### config.mk
export PLATFORM = sky130hd
export DESIGN_NAME = cdcr_regs
export DESIGN_NICKNAME = d
export VERILOG_FILES = /design/src/design/cdcr_pkg.sv /design/src/design/cdcr_regs.sv
export SDC_FILE = /design/constraint.sdc
export NUM_CORES = 1
export LEC_CHECK = 0
export BUFFER_PORTS_ARGS = -buffer_cell sky130_fd_sc_hd__buf_2
export CAP_MARGIN = 20
export CORE_MARGIN = 8
export CORE_UTILIZATION = 32
export DETAILED_ROUTE_END_ITERATION = 6
export PLACE_DENSITY = 0.51
export SYNTH_ARGS = -nofsm -noshare
export SYNTH_HDL_FRONTEND = slang
export SYNTH_SLANG_ARGS = --single-unit
### constraint.sdc
create_clock -name core_clk -period 1.9 [get_ports core_clk]
set_input_delay 0.19 -clock core_clk [delete_from_list [all_inputs] [get_ports core_clk]]
set_output_delay 0.19 -clock core_clk [all_outputs]
set_load 0.05 [all_outputs]
### src/design/cdcr_pkg.sv
// package: register map, field layout, reset values and serial framing constants
package cdcr_pkg;

	// ****************************************************************
	// register offsets on the configuration serial port
	// ****************************************************************
	localparam logic [14:0] CDCR_ADDR_CLK_POL  = 15'h009d; // digital_clock_polarity_ctrl
	localparam logic [14:0] CDCR_ADDR_TEST_OUT = 15'h00a0; // loop_clock_test_output
	localparam logic [14:0] CDCR_ADDR_LANE_UPS = 15'h0110; // lane_and_upsample_select
	localparam logic [14:0] CDCR_ADDR_SIG_PATH = 15'h0111; // signal_path_setup

	// ****************************************************************
	// field positions
	// ****************************************************************
	localparam int CDCR_POS_FLIP      = 2;
	localparam int CDCR_POS_DUTY      = 1;
	localparam int CDCR_POS_CROSS     = 0;
	localparam int CDCR_POS_TEST_EN   = 7;
	localparam int CDCR_POS_DIV_HI    = 1;
	localparam int CDCR_POS_DIV_LO    = 0;
	localparam int CDCR_POS_LANE_HI   = 7;
	localparam int CDCR_POS_LANE_LO   = 4;
	localparam int CDCR_POS_UPS_HI    = 3;
	localparam int CDCR_POS_UPS_LO    = 0;
	localparam int CDCR_POS_SINC      = 7;
	localparam int CDCR_POS_MOD       = 6;

	// ****************************************************************
	// reset values
	// ****************************************************************
	localparam logic       CDCR_RST_FLIP  = 1'h0;
	localparam logic       CDCR_RST_DUTY  = 1'h1;
	localparam logic       CDCR_RST_CROSS = 1'h1;
	localparam logic       CDCR_RST_TEST  = 1'h0;
	localparam logic [1:0] CDCR_RST_DIV   = 2'h0;
	localparam logic [3:0] CDCR_RST_LANES = 4'h8;
	localparam logic [3:0] CDCR_RST_UPS   = 4'h1;
	localparam logic       CDCR_RST_SINC  = 1'h0;
	localparam logic       CDCR_RST_MOD   = 1'h0;

	// ****************************************************************
	// upsample codes
	// ****************************************************************
	localparam logic [3:0] CDCR_UPS_X12     = 4'h6;
	localparam logic [3:0] CDCR_UPS_X16     = 4'h7;
	localparam logic [3:0] CDCR_UPS_LOW_RSV = 4'h2; // codes up to this one are reserved

	// ****************************************************************
	// serial framing: 16 instruction bits then 8 data bits
	// ****************************************************************
	localparam logic [4:0] CDCR_INSTR_BITS = 5'h10;
	localparam logic [4:0] CDCR_FRAME_BITS = 5'h18;
	localparam logic [7:0] CDCR_READ_ZERO  = 8'h00;

	// static controls handed to the clock and datapath logic
	typedef struct packed {
		logic       core_clock_flip;
		logic       duty_correction_on;
		logic       cross_control_on;
		logic       test_clk_on;
		logic [1:0] test_clk_div;
		logic [3:0] serial_lane_count;
		logic [3:0] upsample_factor;
		logic       sinc_compensation_on;
		logic       modulation_on;
	} cdcr_cfg_s;

	// decoded upsample selection
	typedef struct packed {
		logic x12;
		logic x16;
		logic reserved;
	} cdcr_ups_s;

endpackage : cdcr_pkg

### src/design/cdcr_regs.sv
// module: clock and datapath configuration registers behind the serial port
`timescale 1ns/1ps
`default_nettype none
module cdcr_regs
	import cdcr_pkg::*;
(
	input  wire logic core_clk,    // system clock, 25 MHz
	input  wire logic rst_b,       // synchronous reset, active low
	input  wire logic sclk,        // serial port clock pin
	input  wire logic csb_b,       // serial port chip select pin, active low
	input  wire logic sdi,         // serial data in pin
	output var  logic sdo,         // serial data out
	output var  logic sdo_oe,      // sdo output enable, high while driven
	output var  cdcr_cfg_s cfg,    // static clock and datapath controls
	output var  cdcr_ups_s ups     // decoded upsample selection
);

	// ****************************************************************
	// pin synchronisers
	// ****************************************************************
	// the serial pins are oversampled on core_clk rather than clocked by sclk,
	// so every sclk phase must last at least four core clocks; a faster host
	// loses edges silently, which was traded for a single clock domain
	logic       sclk_m_q, sclk_s_q, sclk_p_q;
	logic       csb_m_q, csb_s_q;
	logic       sdi_m_q, sdi_s_q;

	// two flops per pin, plus a third on sclk for edge detection; the first stage is never looked at
	always_ff @(posedge core_clk) begin
		if (!rst_b) begin
			sclk_m_q <= 1'b0;
			sclk_s_q <= 1'b0;
			sclk_p_q <= 1'b0;
			csb_m_q  <= 1'b1;
			csb_s_q  <= 1'b1;
			sdi_m_q  <= 1'b0;
			sdi_s_q  <= 1'b0;
		end else begin
			sclk_m_q <= sclk;
			sclk_s_q <= sclk_m_q;
			sclk_p_q <= sclk_s_q;
			csb_m_q  <= csb_b;
			csb_s_q  <= csb_m_q;
			sdi_m_q  <= sdi;
			sdi_s_q  <= sdi_m_q;
		end
	end

	// edge detection on the synchronised serial clock
	// after reset a high idle sclk shows one false rise; it is harmless
	// because the bit counter is held clear until chip select is seen low
	wire sclk_rise = sclk_s_q & ~sclk_p_q;
	wire sclk_fall = ~sclk_s_q & sclk_p_q;
	wire active    = ~csb_s_q;

	// ****************************************************************
	// serial frame tracking
	// ****************************************************************
	// frame: one direction bit (high reads), a 15-bit offset, then one data
	// byte, most significant bit first; bits past the byte are ignored, so
	// there is no address auto-increment and no multi-byte transfer
	logic [4:0]  bit_cnt_q;
	logic [22:0] shift_q;
	logic        rd_q;
	logic [14:0] addr_q;
	logic [7:0]  rd_sh_q;
	logic        sdo_q, sdo_oe_q;

	// frame words as seen on the current rising edge
	wire [4:0]  bit_cnt_d  = bit_cnt_q + 5'h01;
	wire [15:0] instr_word = {shift_q[14:0], sdi_s_q};
	wire [7:0]  data_word  = {shift_q[6:0], sdi_s_q};
	wire        instr_done = active & sclk_rise & (bit_cnt_d == CDCR_INSTR_BITS);
	wire        frame_done = active & sclk_rise & (bit_cnt_d == CDCR_FRAME_BITS);
	wire        in_data    = (bit_cnt_q >= CDCR_INSTR_BITS) & (bit_cnt_q < CDCR_FRAME_BITS);
	wire        wr_stb     = frame_done & ~rd_q;

	// write strobes per register
	// unmapped offsets match none of them, so such writes fall away
	wire wr_pol  = wr_stb & (addr_q == CDCR_ADDR_CLK_POL);
	wire wr_test = wr_stb & (addr_q == CDCR_ADDR_TEST_OUT);
	wire wr_lane = wr_stb & (addr_q == CDCR_ADDR_LANE_UPS);
	wire wr_path = wr_stb & (addr_q == CDCR_ADDR_SIG_PATH);

	// bit counter and input shift; a raised chip select aborts the frame
	always_ff @(posedge core_clk) begin
		if (!rst_b || !active) begin
			bit_cnt_q <= 5'h00;
			shift_q   <= 23'h000000;
		end else if (sclk_rise && bit_cnt_q < CDCR_FRAME_BITS) begin
			bit_cnt_q <= bit_cnt_d;
			shift_q   <= {shift_q[21:0], sdi_s_q};
		end
	end

	// latch direction and address once the instruction is complete
	always_ff @(posedge core_clk) begin
		if (!rst_b) begin
			rd_q   <= 1'b0;
			addr_q <= 15'h0000;
		end else if (instr_done) begin
			rd_q   <= instr_word[15];
			addr_q <= instr_word[14:0];
		end
	end

	// ****************************************************************
	// read data path
	// ****************************************************************
	// the offset comes from the live instruction word, not addr_q, because
	// addr_q only settles on the same edge that loads the read shifter
	logic [7:0] rd_data;

	// reserved bits and unmapped offsets read as zero
	wire [7:0] rd_pol  = {5'h00, cfg.core_clock_flip, cfg.duty_correction_on,
		cfg.cross_control_on};
	wire [7:0] rd_test = {cfg.test_clk_on, 5'h00, cfg.test_clk_div};
	wire [7:0] rd_lane = {cfg.serial_lane_count, cfg.upsample_factor};
	wire [7:0] rd_path = {cfg.sinc_compensation_on, cfg.modulation_on, 6'h00};
	wire [14:0] rd_addr = instr_word[14:0];

	// address is taken straight from the instruction so data is ready in time
	always_comb begin
		rd_data = CDCR_READ_ZERO;
		unique case (rd_addr)
			CDCR_ADDR_CLK_POL:  rd_data = rd_pol;
			CDCR_ADDR_TEST_OUT: rd_data = rd_test;
			CDCR_ADDR_LANE_UPS: rd_data = rd_lane;
			CDCR_ADDR_SIG_PATH: rd_data = rd_path;
			default:            rd_data = CDCR_READ_ZERO;
		endcase
	end

	// read shifter: loaded after the instruction, one bit per falling edge
	// sdo moves on the falling edge so the host samples a settled bit
	// on the following rising edge
	always_ff @(posedge core_clk) begin
		if (!rst_b || !active) begin
			rd_sh_q  <= 8'h00;
			sdo_q    <= 1'b0;
			sdo_oe_q <= 1'b0;
		end else if (instr_done) begin
			rd_sh_q  <= rd_data;
			sdo_oe_q <= instr_word[15];
		end else if (sclk_fall && rd_q && in_data) begin
			sdo_q   <= rd_sh_q[7];
			rd_sh_q <= {rd_sh_q[6:0], 1'b0};
		end
	end

	// ****************************************************************
	// configuration registers
	// ****************************************************************
	// lanes and upsample apply at once; holding the deframer in reset is up to software
	// gating them here would need the deframer reset bit, which lives in
	// another block, so the ordering stays a software duty
	always_ff @(posedge core_clk) begin
		if (!rst_b) begin
			cfg.core_clock_flip      <= CDCR_RST_FLIP;
			cfg.duty_correction_on   <= CDCR_RST_DUTY;
			cfg.cross_control_on     <= CDCR_RST_CROSS;
			cfg.test_clk_on          <= CDCR_RST_TEST;
			cfg.test_clk_div         <= CDCR_RST_DIV;
			cfg.serial_lane_count    <= CDCR_RST_LANES;
			cfg.upsample_factor      <= CDCR_RST_UPS;
			cfg.sinc_compensation_on <= CDCR_RST_SINC;
			cfg.modulation_on        <= CDCR_RST_MOD;
		end else begin
			if (wr_pol) begin
				cfg.core_clock_flip    <= data_word[CDCR_POS_FLIP];
				cfg.duty_correction_on <= data_word[CDCR_POS_DUTY];
				cfg.cross_control_on   <= data_word[CDCR_POS_CROSS];
			end
			if (wr_test) begin
				cfg.test_clk_on  <= data_word[CDCR_POS_TEST_EN];
				cfg.test_clk_div <= data_word[CDCR_POS_DIV_HI:CDCR_POS_DIV_LO];
			end
			if (wr_lane) begin
				cfg.serial_lane_count <= data_word[CDCR_POS_LANE_HI:CDCR_POS_LANE_LO];
				cfg.upsample_factor   <= data_word[CDCR_POS_UPS_HI:CDCR_POS_UPS_LO];
			end
			if (wr_path) begin
				cfg.sinc_compensation_on <= data_word[CDCR_POS_SINC];
				cfg.modulation_on        <= data_word[CDCR_POS_MOD];
			end
		end
	end

	// ****************************************************************
	// upsample decode
	// ****************************************************************
	// flags lag the stored field by one cycle; reserved codes are only flagged
	// the low codes, the reset code included, count as reserved; they are
	// stored as written so a read shows what software actually put there
	always_ff @(posedge core_clk) begin
		if (!rst_b) begin
			ups <= '0;
		end else begin
			ups.x12      <= (cfg.upsample_factor == CDCR_UPS_X12);
			ups.x16      <= (cfg.upsample_factor == CDCR_UPS_X16);
			ups.reserved <= (cfg.upsample_factor <= CDCR_UPS_LOW_RSV);
		end
	end

	// pins are fed straight from their flops, no logic after the last stage
	assign sdo    = sdo_q;
	assign sdo_oe = sdo_oe_q;

endmodule : cdcr_regs
`default_nettype wire
=== After elaboration in Yosys (flattened, before gate mapping) ===
Index checks and enable logic that the tools add are counted.

* Flip-flop bits (word level): 72
* Bits of input ports: 5
* Output and inout bits: 21
* Logic and storage cells: 68

* Add/subtract/negate cells: 1
* Magnitude comparators: 3
* Equality and inequality tests: 12
* Muxes and demuxes: 3
* Bitwise gates (word level): 16
* Reductions and logical operators: 7

{| class="wikitable"
|+ Operator list
! cell !! count
|-
| equality test 15 x 8 -> 1 bit, second input constant || 4
|-
| equality test 15 x 9 -> 1 bit, second input constant || 4
|-
| case mux 8 bit (4 select lines) || 1
|-
| 2-to-1 mux 8 bit || 2
|-
| bitwise AND 1 bit || 11
|-
| equality test 5 bit, second input constant || 2
|-
| equality test 4 x 3 -> 1 bit, second input constant || 2
|-
| adder 5 x 1 -> 5 bit, second input constant || 1
|-
| >= comparator 5 bit, second input constant || 1
|-
| < comparator 5 bit, second input constant || 1
|-
| NOT 1 bit || 5
|-
| <= comparator 4 x 2 -> 1 bit, second input constant || 1
|-
| logical AND 1 bit || 3
|-
| AND reduction 2 bit || 1
|-
| nonzero test 2 bit || 1
|-
| logical NOT 1 bit || 1
|-
| logical OR 1 bit || 1
|}

=== Longest topological paths before layout ===
* Word-level depth: 6
* Mapped depth: 8
* Mapped depth without buffers: 6

=== Worst setup path after synthesis ===
No wires, ideal clock.

* Path type: register to register
* Start point: register bit_cnt_q[0]
* End point: register rd_sh_q[2]
* Setup time: 120 ps
* Data arrival time: 1,849 ps
* Required time: 1,780 ps
* Setup slack: -69 ps
* Stages on the path, launching flop included: 9
* Path buffers: 2
* Clock period less this slack: 1,969 ps
* Cell sequence: dfxtp_1 > ha_1 > xor2_1 > or2_1 > or3_1 > buf_2 > buf_2 > nand4_1 > nand3_1

* Cells in the longest elaborated chain, start to end: 4
* Elaborated cells between the ends (all ways): 9
* Classes of those cells: add/sub (1); order compare (2); eq/ne (1); mux (1); bitwise (2); reduce/logical (2)

{| class="wikitable"
|+ RTL lines
! element !! line !! source
|-
| start, declared || cdcr_regs.sv:62 || <nowiki>logic [4:0] bit_cnt_q;</nowiki>
|-
| start signal, assigned || cdcr_regs.sv:91 || <nowiki>bit_cnt_q <= bit_cnt_d;</nowiki>
|-
| adder 5 x 1 -> 5 bit, or another cell as far along || cdcr_regs.sv:70 || <nowiki>wire [4:0] bit_cnt_d = bit_cnt_q + 5'h01;</nowiki>
|-
| equality test 5 bit / bitwise AND 1 bit (equally long branches) || cdcr_regs.sv:73, cdcr_regs.sv:75 ||
|-
| bitwise AND 1 bit / logical AND 1 bit (equally long branches) || cdcr_regs.sv:73, cdcr_regs.sv:145 ||
|-
| 2-to-1 mux 8 bit / nonzero test 2 bit (equally long branches) || n/a ||
|-
| end signal, assigned || cdcr_regs.sv:143 || <nowiki>rd_sh_q <= rd_data;</nowiki>
|-
| end signal, assigned || cdcr_regs.sv:147 || <nowiki>rd_sh_q <= {rd_sh_q[6:0], 1'b0};</nowiki>
|-
| end, declared || cdcr_regs.sv:66 || <nowiki>logic [7:0] rd_sh_q;</nowiki>
|}

Parallel ways exist; a longest one is shown, timed or not.
A chain may end at the register's enable or synchronous reset.

=== Final worst setup path ===
* Start point: register addr_q[5]
* End point: register cfg[0] in the netlist's numbering

* Cells in the longest elaborated chain, start to end: 2

{| class="wikitable"
|+ RTL lines
! element !! line !! source
|-
| start, declared || cdcr_regs.sv:65 || <nowiki>logic [14:0] addr_q;</nowiki>
|-
| start signal, assigned || cdcr_regs.sv:103 || <nowiki>addr_q <= instr_word[14:0];</nowiki>
|-
| equality test 15 x 9 -> 1 bit || cdcr_regs.sv:83 || <nowiki>wire wr_path = wr_stb & (addr_q == CDCR_ADDR_SIG_PATH);</nowiki>
|-
| bitwise AND 1 bit || cdcr_regs.sv:83 ||
|-
| end, declared || cdcr_regs.sv:14 || <nowiki>output var cdcr_cfg_s cfg,</nowiki>
|}

No other way between the ends.

==> flow_results.xml <==
<?xml version="1.0" encoding="UTF-8"?>
<metrics>
  <group name="power">
    <metric name="internal-power" unit="mW">2.18</metric>
    <metric name="power-per-cell-area" unit="mW/mm²">692</metric>
    <metric name="p_leak" unit="nW">1.66</metric>
    <metric name="power_frac_seq" unit="%">53.4</metric>
    <metric name="pwr-share-clk" unit="%">44.1</metric>
    <metric name="power.share.switching" unit="%">23.2</metric>
    <metric name="vdd_ir_drop_max" unit="V">0.000300</metric>
    <metric name="power.switching" unit="µW">659</metric>
    <metric name="pwr-share-comb" unit="%">2.4</metric>
  </group>
  <group name="floorplanning">
    <metric name="dieWidth" unit="µm">114</metric>
    <metric name="die-height" unit="µm">114</metric>
    <metric name="floorplan.core_area" unit="mm²">0.00924</metric>
    <metric name="initial_core_util" unit="%">33.1</metric>
    <metric name="io-pin-count" unit="">26</metric>
    <metric name="std_cell_rows" unit="">35</metric>
    <metric name="floorplan.die_area" unit="mm²">0.0129</metric>
  </group>
  <group name="place">
    <metric name="gp_congestion" unit="">0.850</metric>
    <metric name="placedCellCount" unit="">522</metric>
    <metric name="dpl.hpwl" unit="µm">5790</metric>
    <metric name="port_buffers" unit="">25</metric>
  </group>
  <group name="synth">
    <metric name="synth_seq_area_share" unit="%">47.1</metric>
    <metric name="synth_ff_type" unit="">sky130_fd_sc_hd__dfxtp_1</metric>
    <metric name="yosys_register_bits" unit="">72</metric>
    <metric name="yosysWarningCount" unit="">0</metric>
    <metric name="syn-mean-instance-area" unit="µm²">8.69</metric>
    <metric name="number_of_unique_standard_cell_types_used_by_synthesis" unit="">51</metric>
    <metric name="synth_enable_flop_cells" unit="">0</metric>
    <metric name="synthArstFlopShare" unit="%">0</metric>
    <metric name="syn_area" unit="mm²">0.00306</metric>
    <metric name="synth_nets" unit="">359</metric>
    <metric name="synth_cells" unit="">352</metric>
  </group>
  <group name="run_status">
    <metric name="result_of_the_run" unit="">finished, violations left</metric>
    <metric name="violations" unit="">negative setup slack</metric>
  </group>
  <group name="routing">
    <metric name="dr_total_vias" unit="">2687</metric>
    <metric name="via_density" unit="">4.92</metric>
    <metric name="drt_pre_antenna_iters" unit="">6</metric>
    <metric name="postRouteWirelength" unit="µm">8480</metric>
    <metric name="initialDrtViolationCount" unit="">141</metric>
    <metric name="ant_nets" unit="">0</metric>
    <metric name="remaining_drc_errors" unit="">0</metric>
    <metric name="wl_per_cell" unit="µm">15.5</metric>
  </group>
  <group name="clocking">
    <metric name="worst_skew_pair.late_latency" unit="ns">0.35</metric>
    <metric name="cts_root_buf" unit="">sky130_fd_sc_hd__clkbuf_8</metric>
    <metric name="cts_made_buffers" unit="">9</metric>
    <metric name="clock_tree_from_tritoncts" unit="">built</metric>
    <metric name="clk_path_buf_depth" unit="">2</metric>
    <metric name="clk_pin_slew" unit="ns">0.08</metric>
    <metric name="cts_htree_levels" unit="">3</metric>
    <metric name="cts.sinks" unit="">72</metric>
  </group>
  <group name="sta">
    <metric name="finalWorstPathRequiredPeriod" unit="ns">1.91</metric>
    <metric name="max-slew-margin-rel" unit="%">60.5</metric>
    <metric name="fin_skew" unit="ns">0.00863</metric>
    <metric name="timing.final.setup_violations" unit="">3</metric>
    <metric name="timing.final.ws_setup" unit="ns">-0.00821</metric>
    <metric name="rsz0062_at_grt" unit="">true</metric>
    <metric name="slew_viol_final" unit="">0</metric>
    <metric name="max_freq" unit="MHz">524</metric>
    <metric name="timing.final.hold_violations" unit="">0</metric>
    <metric name="tightestPinTransition" unit="ns">0.591</metric>
    <metric name="timing.final.crit_share" unit="%">100</metric>
  </group>
  <group name="hold_path">
    <metric name="hp-class" unit="">in2reg</metric>
    <metric name="worst_hold_path_startpoint" unit="">sdi</metric>
  </group>
  <group name="worst_setup_path">
    <metric name="arrival" unit="ns">2.16</metric>
    <metric name="worst-setup-path-type" unit="">reg2reg</metric>
    <metric name="regToRegStartpoint" unit="">addr_q[5]</metric>
    <metric name="worstPathRequired" unit="ns">2.15</metric>
    <metric name="cp-end-kind" unit="">flop</metric>
    <metric name="critPathMaxFanout" unit="">4</metric>
    <metric name="setup.worst_path.start" unit="">addr_q[5]</metric>
    <metric name="setup.worst_path.start_class" unit="">flop</metric>
  </group>
  <group name="global_route">
    <metric name="grt_pass1_wl" unit="µm">13200</metric>
    <metric name="globalRouteOverflowTotal" unit="">0</metric>
    <metric name="grt_pass1_vias" unit="">2517</metric>
    <metric name="track_usage" unit="%">12.9</metric>
    <metric name="initial_antenna_violation_count" unit="">0</metric>
    <metric name="grt_start_max_net_pins" unit="">21</metric>
  </group>
  <group name="cells_and_area">
    <metric name="final_non_filler_cells" unit="">546</metric>
    <metric name="n_antenna_cell" unit="">0</metric>
    <metric name="final_util" unit="%">44.4</metric>
    <metric name="fillerInstances" unit="">929</metric>
    <metric name="nNetsFinal" unit="">419</metric>
    <metric name="signed_area_change_from_the_synthesized_netlist_to_the_final_layout" unit="%">34.2</metric>
    <metric name="layout-drive-gt1-share" unit="%">31.9</metric>
  </group>
  <group name="job">
    <metric name="max_cap_viol_count" unit="">0</metric>
  </group>
</metrics>
-- area by class of cell --
class	instances	area (µm²)	share of cell area, %
multi-input cells	254	1700	41.3
clock buffers	10	138	3.35
well taps	129	161	3.93
inverters	1	3.75	0.0914
flip-flops and latches	72	1450	35.4
repair buffers	74	587	14.3
clock inverters	6	67.6	1.65
-- layout by cell type, fill, tap and decap left out, types with 3 or more instances in the layout --
cell                       count
sky130_fd_sc_hd__nand2_1      70
sky130_fd_sc_hd__dfxtp_1      68
sky130_fd_sc_hd__buf_4        38
sky130_fd_sc_hd__a21oi_1      28
sky130_fd_sc_hd__buf_2        25
sky130_fd_sc_hd__nor2_1       22
sky130_fd_sc_hd__mux2i_1      18
sky130_fd_sc_hd__nand3_1      10
sky130_fd_sc_hd__clkbuf_8     10
sky130_fd_sc_hd__nand4_1       8
sky130_fd_sc_hd__and2_1        7
sky130_fd_sc_hd__nand2_2       7
sky130_fd_sc_hd__a21oi_2       7
sky130_fd_sc_hd__nor3_1        6
sky130_fd_sc_hd__buf_6         5
sky130_fd_sc_hd__nand2_4       4
sky130_fd_sc_hd__or3_1         3
sky130_fd_sc_hd__nor4_1        3
sky130_fd_sc_hd__a22oi_1       3
sky130_fd_sc_hd__nor4_4        3
sky130_fd_sc_hd__nand2b_1      3
sky130_fd_sc_hd__a21o_1        3
sky130_fd_sc_hd__buf_12        3
-- routing by layer --
| metal | wire length [µm] | global-route usage (%) |
|---|---|---|
| met4 | 191 | 4.97 |
| met2 | 3980 | 19.6 |
| met5 | 0 | 0 |
| met3 | 324 | 3.38 |
| met1 | 3990 | 17.1 |
-- what timing repair did --
action / CTS / global route
hold buffers: 0 / 1
buffers inserted: 2 / 2
hold endpoints to repair: 0 / 1
pin swaps: 2 / 28
setup endpoints to repair: 25 / 40
cloned: 0 / 3
gates resized for setup: 5 / 49
-- kinds of logic after synthesis --
kind of cell / count (synthesis) / synth area share, %
and+or+nand+nor: 169 / 28.5
adders and majority gates: 2 / 0.818
buffers and inverters: 26 / 3.72
DFF: 72 / 47.1
muxes: 20 / 6.58
xor gates and xnor gates: 6 / 1.72
AOI/OAI and AO/OA: 57 / 11.5
-- path summary, 6_finish.rpt --
path	slack, ns	cells after the start	endpoint
worst min-delay path	0.04	2	sdi_m_q
worst min register to register	0.42	1	csb_s_q
worst max register to register	-0.008	5	cfg[0]
worst max-delay path	-0.008	5	cfg[0]
-- registers in the layout (all words and copies together), names as in the netlist --
register,cells
rd_q,1
sdo_oe,1
csb_s_q,1
shift_q,15
rd_sh_q,8
sclk_p_q,1
bit_cnt_q,5
cfg,16
sclk_s_q,1
sdi_m_q,1
sclk_m_q,1
addr_q,15
csb_m_q,1
sdi_s_q,1
ups,3
sdo,1
-- worst max-delay path: stages, from the launching register on --
cell                      delay (ns)
sky130_fd_sc_hd__dfxtp_1        0.35
sky130_fd_sc_hd__or4bb_1        0.63
sky130_fd_sc_hd__nor4_1         0.26
sky130_fd_sc_hd__and4_2         0.32
sky130_fd_sc_hd__mux2i_1        0.19
sky130_fd_sc_hd__nor2_1         0.05
-- cell usage after synthesis, drive strengths merged (2+ instances only) --
cell type,count,area share [%]
nand4,9,2.0
buf,7,1.3
nand3,11,1.8
xor2,3,0.86
nand2,81,9.9
or3,4,0.82
dfxtp,72,47
o2bb2ai,2,0.57
a21oi,35,5.7
a41oi,2,0.57
clkbuf,18,2.2
xnor2,3,0.86
and2,7,1.4
nand2b,3,0.61
ha,2,0.82
nor4bb,2,0.65
or4,2,0.49
a22oi,3,0.74
nor3,8,1.6
a21o,3,0.74
nor2,22,2.7
nor4,6,2.2
o22ai,2,0.41
o21ai,3,0.49
nand4b,2,0.57
or4bb,2,0.74
nor3b,2,0.49
mux2i,19,6.2
-- power groups by stage --
stage               clock network [mW]  logic, mW  registers, mW
detailed placement                   0     0.0653           1.56
CTS                               1.28     0.0655           1.52
floorplan                            0     0.0374           1.56
finish                            1.25     0.0689           1.52
global placement                     0     0.0648           1.56
global route                      1.36     0.0746           1.52
-- metrics by stage --
step / hold WS, ns / power (mW) / TNS [ns] / area (µm²) / worst slack (ns)
final: 0.0422 / 2.84 / -0.0171 / 4110 / -0.00821
after detailed placement: 0.378 / 1.62 / -0.575 / 3570 / -0.150
after global placement: 0.375 / 1.62 / -0.364 / 3570 / -0.0991
after floorplan: 0.263 / 1.59 / 0 / 3070 / 0.0105
after CTS: 0.00196 / 2.87 / -1.39 / 3820 / -0.0986
after global routing: 0.0236 / 2.96 / -1.57 / 4110 / -0.123
Note: power is estimated with default switching activity, not from simulation.
